**src/rtl/sramc_defs.vh**
```
// What this block does
// - For every read the controller keeps write enable high for the whole cycle.
// - While select and output enable are low with write enable high the memory drives data, so the controller must not.
// - The address is valid no later than the write start and is held until the write ends.
// - Address set-up counts from address valid to write start and is never negative.
//
// Purpose: constants for the asynchronous static memory controller
// Assumes: core clock of 200 MHz
// Notes:   times are in picoseconds
`ifndef SRAMC_DEFS_VH
`define SRAMC_DEFS_VH
`define SRAMC_CLK_PS      5000
`define SRAMC_ADDR_W      18
`define SRAMC_DATA_W      16
`define SRAMC_WORDS       262144
`define SRAMC_WP_PS       10000
`define SRAMC_ACC_PS      15000
`define SRAMC_TURN_PS     7000
`define SRAMC_CNT_W       4
`define SRAMC_LO_LSB      0
`define SRAMC_HI_LSB      8
`endif

```
**src/rtl/sramc_ctrl.v**
```verilog
// Purpose: host-side controller driving an asynchronous 256K x 16 SRAM
// Assumes: single clock, pins of the memory driven from flops
// Notes:   one access at a time; req is taken only while ready is high
`timescale 1ns/1ps
`include "sramc_defs.vh"
module sramc_ctrl #(
  parameter AW       = `SRAMC_ADDR_W,
  parameter DW       = `SRAMC_DATA_W,
  parameter WP_PS    = `SRAMC_WP_PS,
  parameter ACC_PS   = `SRAMC_ACC_PS,
  parameter TURN_PS  = `SRAMC_TURN_PS
) (
  input  wire          core_clk,
  input  wire          resetn,
  input  wire          req,
  input  wire          req_write,
  input  wire [AW-1:0] req_addr,
  input  wire [DW-1:0] req_wdata,
  input  wire [1:0]    req_be,
  output reg           ready,
  output reg           rd_valid,
  output reg  [DW-1:0] rd_data,
  output reg  [AW-1:0] mem_addr,
  output reg           mem_cs_n,
  output reg           mem_we_n,
  output reg           mem_oe_n,
  output reg           low_byte_sel_n,
  output reg           high_byte_sel_n,
  output reg  [DW-1:0] mem_dq_o,
  output reg  [DW-1:0] mem_dq_oe,
  input  wire [DW-1:0] mem_dq_i
);
  // Least times round up to whole cycles, at least one
  function [`SRAMC_CNT_W-1:0] cyc;
    input integer ps;
    integer c;
    begin
      c = (ps + `SRAMC_CLK_PS - 1) / `SRAMC_CLK_PS;
      if (c < 1)
        c = 1;
      cyc = c[`SRAMC_CNT_W-1:0];
    end
  endfunction
  localparam [`SRAMC_CNT_W-1:0] WP_CYC   = cyc(WP_PS);
  localparam [`SRAMC_CNT_W-1:0] ACC_CYC  = cyc(ACC_PS);
  localparam [`SRAMC_CNT_W-1:0] TURN_CYC = cyc(TURN_PS);
  localparam [`SRAMC_CNT_W-1:0] CNT_ONE  = 1;

  // Counter steps shared by the timed states
  function cnt_last;
    input [`SRAMC_CNT_W-1:0] n;
    begin
      cnt_last = (n <= CNT_ONE);
    end
  endfunction

  function [`SRAMC_CNT_W-1:0] cnt_dec;
    input [`SRAMC_CNT_W-1:0] n;
    begin
      cnt_dec = n - CNT_ONE;
    end
  endfunction

  // Access sequence, one access at a time.
  // Write: the cycle after the request, address, chip select, byte
  // selects and data are set with output enable high; the next cycle
  // the data drivers turn on and write enable falls, so the write
  // begins on write enable and address set-up is a full cycle.
  // Write enable stays low for the pulse count, then rises while
  // address and data still stand; one cycle later the drivers
  // release and chip select rises.
  // Read: address, chip select and output enable fall together, the
  // access count runs, then the synchronised data is taken once two
  // flop stages agree. The turnaround count lets the memory float
  // its outputs before a later write may drive the bus.
  // Limitation: a read whose word equals what the bus showed before
  // the access may be taken a cycle early; the access count already
  // covers the memory's access time by then.
  // Reset forces every strobe high and releases the drivers at once,
  // so a write cut by reset never reaches the array.
  // Byte enables of zero still pulse the strobes but write nothing.
  // The memory is fully static: no refresh or idle traffic.

  localparam [5:0] S_IDLE  = 6'h01;
  localparam [5:0] S_WSET  = 6'h02;
  localparam [5:0] S_WPUL  = 6'h04;
  localparam [5:0] S_WEND  = 6'h08;
  localparam [5:0] S_RACC  = 6'h10;
  localparam [5:0] S_TURN  = 6'h20;

  reg [5:0]              st_q;
  reg [`SRAMC_CNT_W-1:0] cnt_q;
  // Three-flop input path; second and third must agree
  reg [DW-1:0]           dq_s1_q;
  reg [DW-1:0]           dq_s2_q;
  reg [DW-1:0]           dq_s3_q;
  wire                   dq_stable;

  // Byte enables of the write in flight
  reg                    req_be_lo_q;
  reg                    req_be_hi_q;

  assign dq_stable = (dq_s2_q == dq_s3_q);

  always @(posedge core_clk or negedge resetn) begin
    if (!resetn) begin
      dq_s1_q <= {DW{1'b0}};
      dq_s2_q <= {DW{1'b0}};
      dq_s3_q <= {DW{1'b0}};
    end else begin
      dq_s1_q <= mem_dq_i;
      dq_s2_q <= dq_s1_q;
      dq_s3_q <= dq_s2_q;
    end
  end

  always @(posedge core_clk or negedge resetn) begin
    if (!resetn) begin
      st_q            <= S_IDLE;
      cnt_q           <= {`SRAMC_CNT_W{1'b0}};
      ready           <= 1'b0;
      rd_valid        <= 1'b0;
      rd_data         <= {DW{1'b0}};
      mem_addr        <= {AW{1'b0}};
      mem_cs_n        <= 1'b1;
      mem_we_n        <= 1'b1;
      mem_oe_n        <= 1'b1;
      low_byte_sel_n  <= 1'b1;
      high_byte_sel_n <= 1'b1;
      mem_dq_o        <= {DW{1'b0}};
      mem_dq_oe       <= {DW{1'b0}};
    end else begin
      rd_valid <= 1'b0;
      case (st_q)
        S_IDLE: begin
          // Requests are taken only while ready already stands
          ready <= 1'b1;
          if (req && ready) begin
            ready           <= 1'b0;
            mem_addr        <= req_addr;
            mem_cs_n        <= 1'b0;
            low_byte_sel_n  <= ~req_be[0];
            high_byte_sel_n <= ~req_be[1];
            cnt_q           <= CNT_ONE;
            if (req_write) begin
              // Address and select settle a cycle before the strobe
              mem_oe_n  <= 1'b1;
              mem_dq_o  <= req_wdata;
              st_q      <= S_WSET;
            end else begin
              mem_we_n  <= 1'b1;
              mem_oe_n  <= 1'b0;
              cnt_q     <= ACC_CYC;
              st_q      <= S_RACC;
            end
          end
        end
        S_WSET: begin
          // Drive data only once output enable is high: no contention
          mem_dq_oe <= {{`SRAMC_HI_LSB{req_be_hi_q}},
                        {`SRAMC_HI_LSB{req_be_lo_q}}};
          mem_we_n  <= 1'b0;
          cnt_q     <= WP_CYC;
          st_q      <= S_WPUL;
        end
        S_WPUL: begin
          // Strobe low for the pulse count; data stands throughout
          if (!cnt_last(cnt_q))
            cnt_q <= cnt_dec(cnt_q);
          else begin
            mem_we_n <= 1'b1;
            st_q     <= S_WEND;
          end
        end
        S_WEND: begin
          // Address and data held one cycle past the rising strobe
          mem_dq_oe       <= {DW{1'b0}};
          mem_cs_n        <= 1'b1;
          low_byte_sel_n  <= 1'b1;
          high_byte_sel_n <= 1'b1;
          ready           <= 1'b1;
          st_q            <= S_IDLE;
        end
        S_RACC: begin
          // Access time first, then wait for the synchroniser to agree
          // so a word in mid-change is never captured
          if (!cnt_last(cnt_q))
            cnt_q <= cnt_dec(cnt_q);
          else if (dq_stable) begin
            rd_data  <= dq_s3_q;
            rd_valid <= 1'b1;
            mem_oe_n <= 1'b1;
            mem_cs_n <= 1'b1;
            low_byte_sel_n  <= 1'b1;
            high_byte_sel_n <= 1'b1;
            cnt_q    <= TURN_CYC;
            st_q     <= S_TURN;
          end
        end
        S_TURN: begin
          // Memory output must float before anyone drives again
          if (!cnt_last(cnt_q))
            cnt_q <= cnt_dec(cnt_q);
          else begin
            ready <= 1'b1;
            st_q  <= S_IDLE;
          end
        end
        default: begin
          st_q <= S_IDLE;
        end
      endcase
    end
  end

  always @(posedge core_clk or negedge resetn) begin
    if (!resetn) begin
      req_be_lo_q <= 1'b0;
      req_be_hi_q <= 1'b0;
    end else if (st_q == S_IDLE && req && ready) begin
      req_be_lo_q <= req_be[0];
      req_be_hi_q <= req_be[1];
    end
  end
endmodule

```
**config.mk**
```make
export PLATFORM = sky130hd
export DESIGN_NAME = sramc_ctrl
export DESIGN_NICKNAME = d
export VERILOG_FILES = /design/src/rtl/sramc_ctrl.v
export VERILOG_INCLUDE_DIRS = /design/src /design/src/rtl
export SDC_FILE = /design/constraint.sdc
export NUM_CORES = 1
export LEC_CHECK = 0
export ABC_AREA = 1
export BUFFER_PORTS_ARGS = -buffer_cell sky130_fd_sc_hd__buf_2
export CORE_MARGIN = 2
export CORE_UTILIZATION = 50
export DETAILED_ROUTE_END_ITERATION = 7
export PLACE_DENSITY = 0.73
export SYNTH_ARGS = -nofsm -noshare
export SYNTH_HDL_FRONTEND = slang
export SYNTH_SLANG_ARGS = --single-unit
export TNS_END_PERCENT = 100
```
**constraint.sdc**
```tcl
create_clock -name core_clk -period 2.3 [get_ports core_clk]
set_input_delay 0.115 -clock core_clk [delete_from_list [all_inputs] [get_ports core_clk]]
set_output_delay 0.115 -clock core_clk [all_outputs]
set_load 0.1 [all_outputs]
```
==> impl_metrics.env, run 1 <==
export IMPL_hold_violations=0
export IMPL_drt_pass1_iter_count=5
export IMPL_synthTopCellsByArea="dfrtp_1 (59%), nand2_1 (15%), inv_1 (3.7%)"
export IMPL_syn_mean_instance_area_um2=9.64
export IMPL_final_setup_viol_count=0
export IMPL_ant_nets=0
export IMPL_track_usage=0.224
export IMPL_worst_slew_pin_transition_ns=0.614
export IMPL_synth_cell_type_count=29
export IMPL_post_route_period_util=0.825
export IMPL_postLayoutCoreUtil=0.710
export IMPL_synthDominantCellAreaShare=0.591
export IMPL_synthMuxAreaShare=0
export IMPL_clk_latency_ns=0.50
export IMPL_synth_xor_area_frac=0.00366
export IMPL_numCtsBuffers=17
export IMPL_clockRootBuffer="clkbuf_8"
export IMPL_max_freq_mhz=527
export IMPL_path_delay_family="simple AND/OR/NAND/NOR gates"
export IMPL_drcViolationCount=0
export IMPL_path_class="flop to flop"
export IMPL_place_inst=732
export IMPL_path_clk_slew_ns=0.06
export IMPL_numClockSinks=119
export IMPL_nets=734
export IMPL_worst_slack_ns=0.403
export IMPL_core_area_um2=9240
export IMPL_place_congestion=0.879
export IMPL_synthArstFlopShare=1.00
export IMPL_slowest_stage="dfstp_2"
export IMPL_wire_per_inst_um=13.2
export IMPL_avgViaCountPerCell=4.77
export IMPL_rows=35
export IMPL_boundaryPins=129
export IMPL_synth_fa_ha_area_frac=0.00523
export IMPL_max_slew_margin=0.590
export IMPL_die_x_um=102
export IMPL_n_antenna_cell=0
export IMPL_cap_violations=0
export IMPL_synth_top_family_by_area="simple AND/OR/NAND/NOR gates"
export IMPL_cp_max_fo=28
export IMPL_path_buf_inv=3
export IMPL_ys_warn_count=0
export IMPL_layout_drive_gt1_share=0.292
export IMPL_crit_path_start_kind="flop"
export IMPL_num_fill_cells=667
export IMPL_htreeDepth=4
export IMPL_finalSetupTns_ns=0
export IMPL_syn_num_nets=554
export IMPL_drt_iter0_drc=143
export IMPL_antenna_found_initial=0
export IMPL_hold_class="input port to flop"
export IMPL_slowest_delay_ns=0.56
export IMPL_wirelength_um=10800
export IMPL_grt_pass1_vias=3919
export IMPL_required_ns=2.73
export IMPL_yosys_top_cells_count="nand2_1 (192), dfrtp_1 (113), inv_1 (47), nand3_1 (30), nor2_1 (22)"
export IMPL_final_cells=817
export IMPL_ctsLongestPathBuffers=2
export IMPL_synth_compound_area_share=0.0442
export IMPL_seq_area_frac_synth=0.624
export IMPL_synth_seq_cells=119
export IMPL_rsz0062_at_grt="no"
export IMPL_fin_skew_ns=0.00996
export IMPL_yosysTopAreaCell="dfrtp_1"
export IMPL_cpMostUsedCell="inv_2"
export IMPL_arrival_ns=2.33
export IMPL_fp_dieH_um=102
export IMPL_grt_max_degree=120
export IMPL_crit_path_end_kind="flop"
export IMPL_area_growth_pct=37.3
export IMPL_fin_crit_ns=1.90
export IMPL_via_count=3899
export IMPL_synth_cells=496
export IMPL_ys_flop_type="dfrtp_1"
export IMPL_dp_slack_ns=0.450
export IMPL_gr_total_overflow=0
export IMPL_cts_tree="yes"
export IMPL_crit_chain="inv_2 -> nor3_4 -> nand4_4 -> inv_2 -> buf_4 -> nand3_1 -> nand2_1"
export IMPL_dpl_hpwl_um=6500
export IMPL_yosys_area_share_simple=0.244
export IMPL_synth_most_common_cell="nand2_1"
export IMPL_grt_pass1_wl_um=17700
export IMPL_final_max_slew_viol_count=0
export IMPL_synth_edf_count=0
export IMPL_status="completed"
export IMPL_synth_area_um2=4780
export IMPL_die_area_um2=10400
export IMPL_initial_utilization=0.517
export IMPL_io_buffers=128
## area by class of cell
| cell class | count | area [um2] | share of cell area |
|---|---|---|---|
| sequential | 119 | 2990 | 0.455 |
| clock buffer | 17 | 414 | 0.0631 |
| tap | 129 | 161 | 0.0246 |
| clock inverter | 14 | 168 | 0.0255 |
| timing repair buffer | 186 | 1230 | 0.187 |
| inverter | 50 | 190 | 0.0290 |
| multi-input combinational | 302 | 1420 | 0.216 |
## sequential cells by signal (all words and copies together), names as in the netlist, 2 cells and up
name,flops
cnt_q,4
dq_s1_q,16
dq_s2_q,16
dq_s3_q,16
mem_addr,18
mem_dq_o,16
mem_dq_oe,2
rd_data,16
st_q,6
## final timing paths
path | startpoint | endpoint | slack [ns] | depth (start not counted)
min reg2reg | dq_s1_q[12] | dq_s2_q[12] | 0.34 | 0
max in group asynchronous | resetn | mem_dq_oe[7] | 1.60 | 3
min in group asynchronous | resetn | dq_s3_q[5] | 0.23 | 3
min | req_write | mem_dq_o[5] | 0.06 | 3
max | st_q[0] | mem_dq_o[3] | 0.40 | 7
max reg2reg | st_q[0] | mem_dq_o[3] | 0.40 | 7
## timing repair
item,in CTS,in global routing
setup buffers,0,0
resized for setup,0,0
hold buffers,54,0
endpoints found under the hold margin,168,0
## routing by layer
layer  vias up  GRT usage  routed length (um)  part of all wire
li1       1893          -                   -                 -
met1      1856      0.263                4380              0.41
met2       126      0.375                5640              0.52
met3        24     0.0745                 488             0.045
met4         0      0.103                 262             0.024
met5         -          0                   0                 0
## layout by cell type (no fill, tap or decap), types with 3 or more instances in the layout
cell           instances
o21ai_2               16
clkbuf_16             16
dfrtp_1              113
buf_2                127
nand4_1                8
clkinv_4               5
buf_4                  4
nand2_2                3
inv_6                  3
nor2_1                22
nor3_1                 3
dfstp_2                6
inv_1                 47
nand3_1               30
nor2_4                 3
dlygate4sd3_1         54
o21ai_0               10
nand2_1              192
## kinds of logic after synthesis
family	after synthesis
and+or+nand+nor	268
DFF	119
buffers and inverters	75
AOI/OAI and AO/OA	30
xor gates and xnor gates	2
adders and majority gates	2
## tightest hold or removal path, cell delays in order
cell	delay, ns
buf_2	0.23
nand3_1	0.13
nand2_1	0.05
## through the flow
step	instance area, um2	hold WS (ns)
finish	6570	0.0552
global route	6570	0.0426
CTS	6570	0.0255
detailed placement	5440	0.224
global placement	5440	0.223
floorplan	4780	-0.181
Power of run 1 is left out: the tool's default activity adds up to more than one toggle a clock period on the data nets, which glitch-free logic cannot reach.
==> run 2, diff against run 1 <==
==> constraint.sdc (replaced) <==
create_clock -name core_clk -period 2 [get_ports core_clk]
set_input_delay 0.1 -clock core_clk [delete_from_list [all_inputs] [get_ports core_clk]]
set_output_delay 0.1 -clock core_clk [all_outputs]
set_load 0.1 [all_outputs]
==> run 2 against run 1 <==
  * Cell count stayed put
  * Clock skew is 0.0055 ns higher
  * Register-to-register slack worse by 0.27 ns
  * Sequential cell count stayed put
  * Final area is 0.17% lower
  * Worst hold slack worse by 0.045 ns
  * Clock-buffer cell count is 1 higher
  * Critical path type unchanged
  * Critical endpoint is now mem_dq_o[14]
  * Largest cell class unchanged
==> impl_metrics.env, run 2 (same netlist as run 1, synthesis figures left out) <==
export IMPL_status="completed"
export IMPL_nets=734
export IMPL_slowest_delay_ns=0.57
export IMPL_crit_end="mem_dq_o[14]"
export IMPL_io_buffers=128
export IMPL_core_area_um2=9240
export IMPL_clockRootBuffer="clkbuf_8"
export IMPL_avgViaCountPerCell=4.74
export IMPL_place_inst=733
export IMPL_reg2reg_from="st_q[0]"
export IMPL_largest_reg_flops=18
export IMPL_slowest_stage="dfstp_2"
export IMPL_antenna_found_initial=0
export IMPL_path_delay_family="simple AND/OR/NAND/NOR gates"
export IMPL_postLayoutCoreUtil=0.709
export IMPL_grt_max_degree=120
export IMPL_max_slew_margin=0.579
export IMPL_numClockSinks=119
export IMPL_numCtsBuffers=17
export IMPL_reg2reg_slack_ns=0.13
export IMPL_r2r_end="mem_dq_o[14]"
export IMPL_grt_pass1_wl_um=18200
export IMPL_finalSetupTns_ns=0
export IMPL_path_buf_inv=2
export IMPL_initial_utilization=0.517
export IMPL_regMostFlops="mem_addr"
export IMPL_most_common_layout_cells="nand2_1 (192), buf_2 (127), dfrtp_1 (113)"
export IMPL_drcViolationCount=0
export IMPL_crit_chain="inv_2 -> nor3_4 -> nand4_4 -> inv_2 -> nand2_2 -> nand2_1 -> nand2_1"
export IMPL_die_area_um2=10400
export IMPL_cts_tree="yes"
export IMPL_crit_path_start_kind="flop"
export IMPL_cts_resized=0
export IMPL_rsz0062_at_grt="no"
export IMPL_wire_per_inst_um=13.8
export IMPL_n_antenna_cell=0
export IMPL_postCtsSetupBuffers=0
export IMPL_drt_pass1_iter_count=5
export IMPL_dpl_hpwl_um=6660
export IMPL_final_cells=817
export IMPL_via_count=3875
export IMPL_fin_crit_ns=1.87
export IMPL_hold_violations=0
export IMPL_path_class="flop to flop"
export IMPL_drt_iter0_drc=266
export IMPL_worstSetupStartpoint="st_q[0]"
export IMPL_arrival_ns=2.25
export IMPL_boundaryPins=129
export IMPL_post_route_period_util=0.933
export IMPL_hold_class="input port to flop"
export IMPL_ant_nets=0
export IMPL_die_x_um=102
export IMPL_fin_skew_ns=0.0155
export IMPL_fp_dieH_um=102
export IMPL_final_setup_viol_count=0
export IMPL_crit_path_end_kind="flop"
export IMPL_final_max_slew_viol_count=0
export IMPL_place_congestion=0.971
export IMPL_num_fill_cells=652
export IMPL_worst_slew_pin_transition_ns=0.632
export IMPL_gr_total_overflow=0
export IMPL_cp_depth=7
export IMPL_layout_drive_gt1_share=0.294
export IMPL_rows=35
export IMPL_whs_ns=0.00997
export IMPL_track_usage=0.234
export IMPL_cp_max_fo=16
export IMPL_htreeDepth=4
export IMPL_final_common_cell="nand2_1"
export IMPL_ctsLongestPathBuffers=2
export IMPL_clk_latency_ns=0.51
export IMPL_required_ns=2.39
export IMPL_area_growth_pct=37.1
export IMPL_path_clk_slew_ns=0.06
export IMPL_wirelength_um=11300
export IMPL_max_freq_mhz=536
export IMPL_rr_worst_depth=7
export IMPL_grt_pass1_vias=3948
export IMPL_cap_violations=0
==> run 2: changes by cell type in the layout (fill, tap and decap cells not counted), sizes merged <==
cell | before | now
buf | 132 | 133
clkbuf | 17 | 18
clkinv | 5 | 4
clkinvlp | 2 | 3
dlygate4sd3 | 54 | 53
inv | 55 | 54
==> run 2: per-stage QoR <==
| step | worst slack [ns] | area, um2 |
|---|---|---|
| after floorplan | 0.0981 | 4780 |
| after global placement | 0.296 | 5450 |
| after detailed placement | 0.211 | 5450 |
| after CTS | 0.197 | 6550 |
| after global routing | 0.0517 | 6550 |
| final | 0.133 | 6550 |
==> run 2: cell type report <==
cell class                 instances  area [um2]  share of cell area
clock buffer                      18         428              0.0653
clock inverter                    13         145              0.0221
inverter                          50         190              0.0290
multi-input combinational        302        1420               0.217
sequential                       119        2990               0.456
tap                              129         161              0.0246
timing repair buffer             186        1220               0.187
==> run 2: worst min path at each step <==
stage            startpoint  slack (ns)  cells after the start     endpoint
6_report                req        0.01                      4      st_q[0]
5_1_grt                 req        0.04                      4      st_q[0]
4_1_cts                 req      0.0007                      4      st_q[0]
3_5_place_dp   mem_dq_i[15]        0.21                      1  dq_s1_q[15]
3_3_place_gp   mem_dq_i[13]        0.21                      1  dq_s1_q[13]
2_1_floorplan        resetn       -0.20                      0     cnt_q[0]
==> run 2: timing repair <==
item                                    in CTS  in global routing
endpoints found under the setup margin       0                  0
hold buffers                                53                  0
endpoints found under the hold margin      167                  0
==> run 2: worst register-to-register path: stages (launching register included) <==
cell	delay [ns]
dfstp_2	0.57
inv_2	0.06
nor3_4	0.21
nand4_4	0.28
inv_2	0.17
nand2_2	0.21
nand2_1	0.16
nand2_1	0.09
==> run 2: layer usage <==
layer  up-vias  share of wire  global-route usage  routed length, um
met3        13          0.050              0.0669                562
met4         0          0.013              0.0884                148
met5         -              0                   0                  0
met1      1838           0.39               0.273               4430
li1       1897              -                   -                  -
met2       127           0.54               0.409               6150
Power of run 2 is left out for the same reason.
==> run 3, diff against run 2 <==
--- a/config.mk
+++ b/config.mk
@@ -11,7 +11,7 @@
 export CORE_MARGIN = 2
 export CORE_UTILIZATION = 50
 export DETAILED_ROUTE_END_ITERATION = 7
-export PLACE_DENSITY = 0.73
+export PLACE_DENSITY = 0.79
 export SYNTH_ARGS = -nofsm -noshare
 export SYNTH_HDL_FRONTEND = slang
 export SYNTH_SLANG_ARGS = --single-unit
==> run 3 against run 2 <==
  * Sequential share of layout area shrank 0.22 points
  * Core utilization increased by 0.35 points
  * Clock-buffer cell count is the same
  * Largest cell class unchanged
  * Via count grew 2.7%
  * Fmax increased by 1.6%
  * Worst hold slack worse by 0.0042 ns
  * Critical path depth up 1
  * Critical path type unchanged
  * Register-to-register slack improved by 0.03 ns
  * Cell count is 0.37% higher
  * Non-clock buffer count up 2
==> impl_metrics.env, run 3 (same netlist as run 1, synthesis figures left out) <==
export IMPL_status="completed"
export IMPL_track_usage=0.252
export IMPL_die_x_um=102
export IMPL_rr_worst_depth=8
export IMPL_drcViolationCount=0
export IMPL_grt_pass1_vias=4182
export IMPL_max_freq_mhz=544
export IMPL_dpl_hpwl_um=7070
export IMPL_slowest_stage="dfstp_2"
export IMPL_slowest_delay_ns=0.56
export IMPL_path_clk_slew_ns=0.06
export IMPL_regMostFlops="mem_addr"
export IMPL_numCtsBuffers=17
export IMPL_most_common_layout_cells="nand2_1 (192), buf_2 (127), dfrtp_1 (113)"
export IMPL_cp_max_fo=6
export IMPL_finalSetupTns_ns=0
export IMPL_antenna_found_initial=0
export IMPL_cap_violations=0
export IMPL_final_common_cell="nand2_1"
export IMPL_wire_per_inst_um=14.3
export IMPL_path_delay_family="simple AND/OR/NAND/NOR gates"
export IMPL_hold_path_cell_count=4
export IMPL_gr_total_overflow=0
export IMPL_wirelength_um=11700
export IMPL_postCtsSetupBuffers=0
export IMPL_required_ns=2.43
export IMPL_numClockSinks=119
export IMPL_rows=35
export IMPL_fin_skew_ns=0.0105
export IMPL_htreeDepth=4
export IMPL_via_count=3981
export IMPL_ctsLongestPathBuffers=2
export IMPL_path_buf_inv=2
export IMPL_core_area_um2=9240
export IMPL_crit_path_start_kind="flop"
export IMPL_grt_max_degree=45
export IMPL_clk_latency_ns=0.52
export IMPL_die_area_um2=10400
export IMPL_nets=736
export IMPL_clockRootBuffer="clkbuf_8"
export IMPL_ant_nets=0
export IMPL_crit_path_end_kind="flop"
export IMPL_final_max_slew_viol_count=0
export IMPL_initial_utilization=0.517
export IMPL_rsz0062_at_grt="no"
export IMPL_cts_tree="yes"
export IMPL_area_growth_pct=37.8
export IMPL_io_buffers=128
export IMPL_cp_depth=8
export IMPL_hold_class="input port to flop"
export IMPL_post_route_period_util=0.919
export IMPL_drt_iter0_drc=247
export IMPL_max_slew_margin=0.637
export IMPL_largest_reg_flops=18
export IMPL_n_antenna_cell=0
export IMPL_avgViaCountPerCell=4.85
export IMPL_drt_pass1_iter_count=5
export IMPL_worst_slew_pin_transition_ns=0.544
export IMPL_layout_drive_gt1_share=0.295
export IMPL_fin_crit_ns=1.84
export IMPL_grt_pass1_wl_um=19800
export IMPL_boundaryPins=129
export IMPL_hold_violations=0
export IMPL_fp_dieH_um=102
export IMPL_path_class="flop to flop"
export IMPL_cpMostUsedCell="nand2_1"
export IMPL_crit_chain="inv_2 -> nor3_4 -> nand2_1 -> inv_1 -> nand2_1 -> nand3_1 -> nand2_1 -> o21ai_0"
export IMPL_place_congestion=0.939
export IMPL_arrival_ns=2.27
export IMPL_final_setup_viol_count=0
[run 3: cell count changes in the layout (fill, tap and decap cells not counted), sizes merged]
cell | before | now
clkinvlp | 3 | 4
buf | 133 | 135
bufinv | 2 | 1
inv | 54 | 55
[run 3: worst reg2reg max path, cell delays in order, from the launching register on]
cell and delay, ns:
dfstp_2 0.56, inv_2 0.07, nor3_4 0.26, nand2_1 0.23
inv_1 0.15, nand2_1 0.10, nand3_1 0.21, nand2_1 0.07
o21ai_0 0.09
[run 3: repair_timing]
item	in CTS	in global routing
endpoints found under the setup margin	0	34
resized for setup	0	3
hold buffers	53	0
hold endpoints to repair	129	0
[run 3: per-stage QoR]
stage / instance area [um2] / cells / utilization / hold slack [ns] / worst slack, ns
2_1_floorplan: 4780 / 496 / - / -0.196 / 0.0981
3_3_place_gp: 5490 / 735 / 0.594 / 0.108 / 0.235
3_5_place_dp: 5490 / 735 / 0.594 / 0.118 / 0.178
4_1_cts: 6580 / 820 / 0.712 / 0.0208 / 0.106
5_1_grt: 6590 / 820 / 0.713 / 0.00912 / 0.00340
6_report: 6590 / 820 / 0.713 / 0.00577 / 0.162
[run 3: layer usage]
layer,vias to the layer above,routed length (um),track usage
met5,-,0,0
met3,37,666,0.0787
met2,142,6240,0.435
li1,1899,-,-
met4,0,446,0.132
met1,1903,4380,0.279
[run 3: worst paths after layout]
path,endpoint,slack [ns],start
worst max-delay path,mem_cs_n,0.16,st_q[0]
worst min-delay path,st_q[0],0.006,req
worst max register to register,mem_cs_n,0.16,st_q[0]
worst min register to register,dq_s2_q[7],0.34,dq_s1_q[7]
max in group asynchronous,mem_we_n,1.24,resetn
min in group asynchronous,rd_data[4],0.11,resetn
[run 3: final cells by class]
class,instances,area [um2]
clock buffers,18,418
clock inverters,14,143
fillers,603,2650
inverters,50,195
multi-input cells,302,1420
flip-flops and latches,119,2990
well taps,129,161
repair buffers,188,1260
Power of run 3 is left out for the same reason.
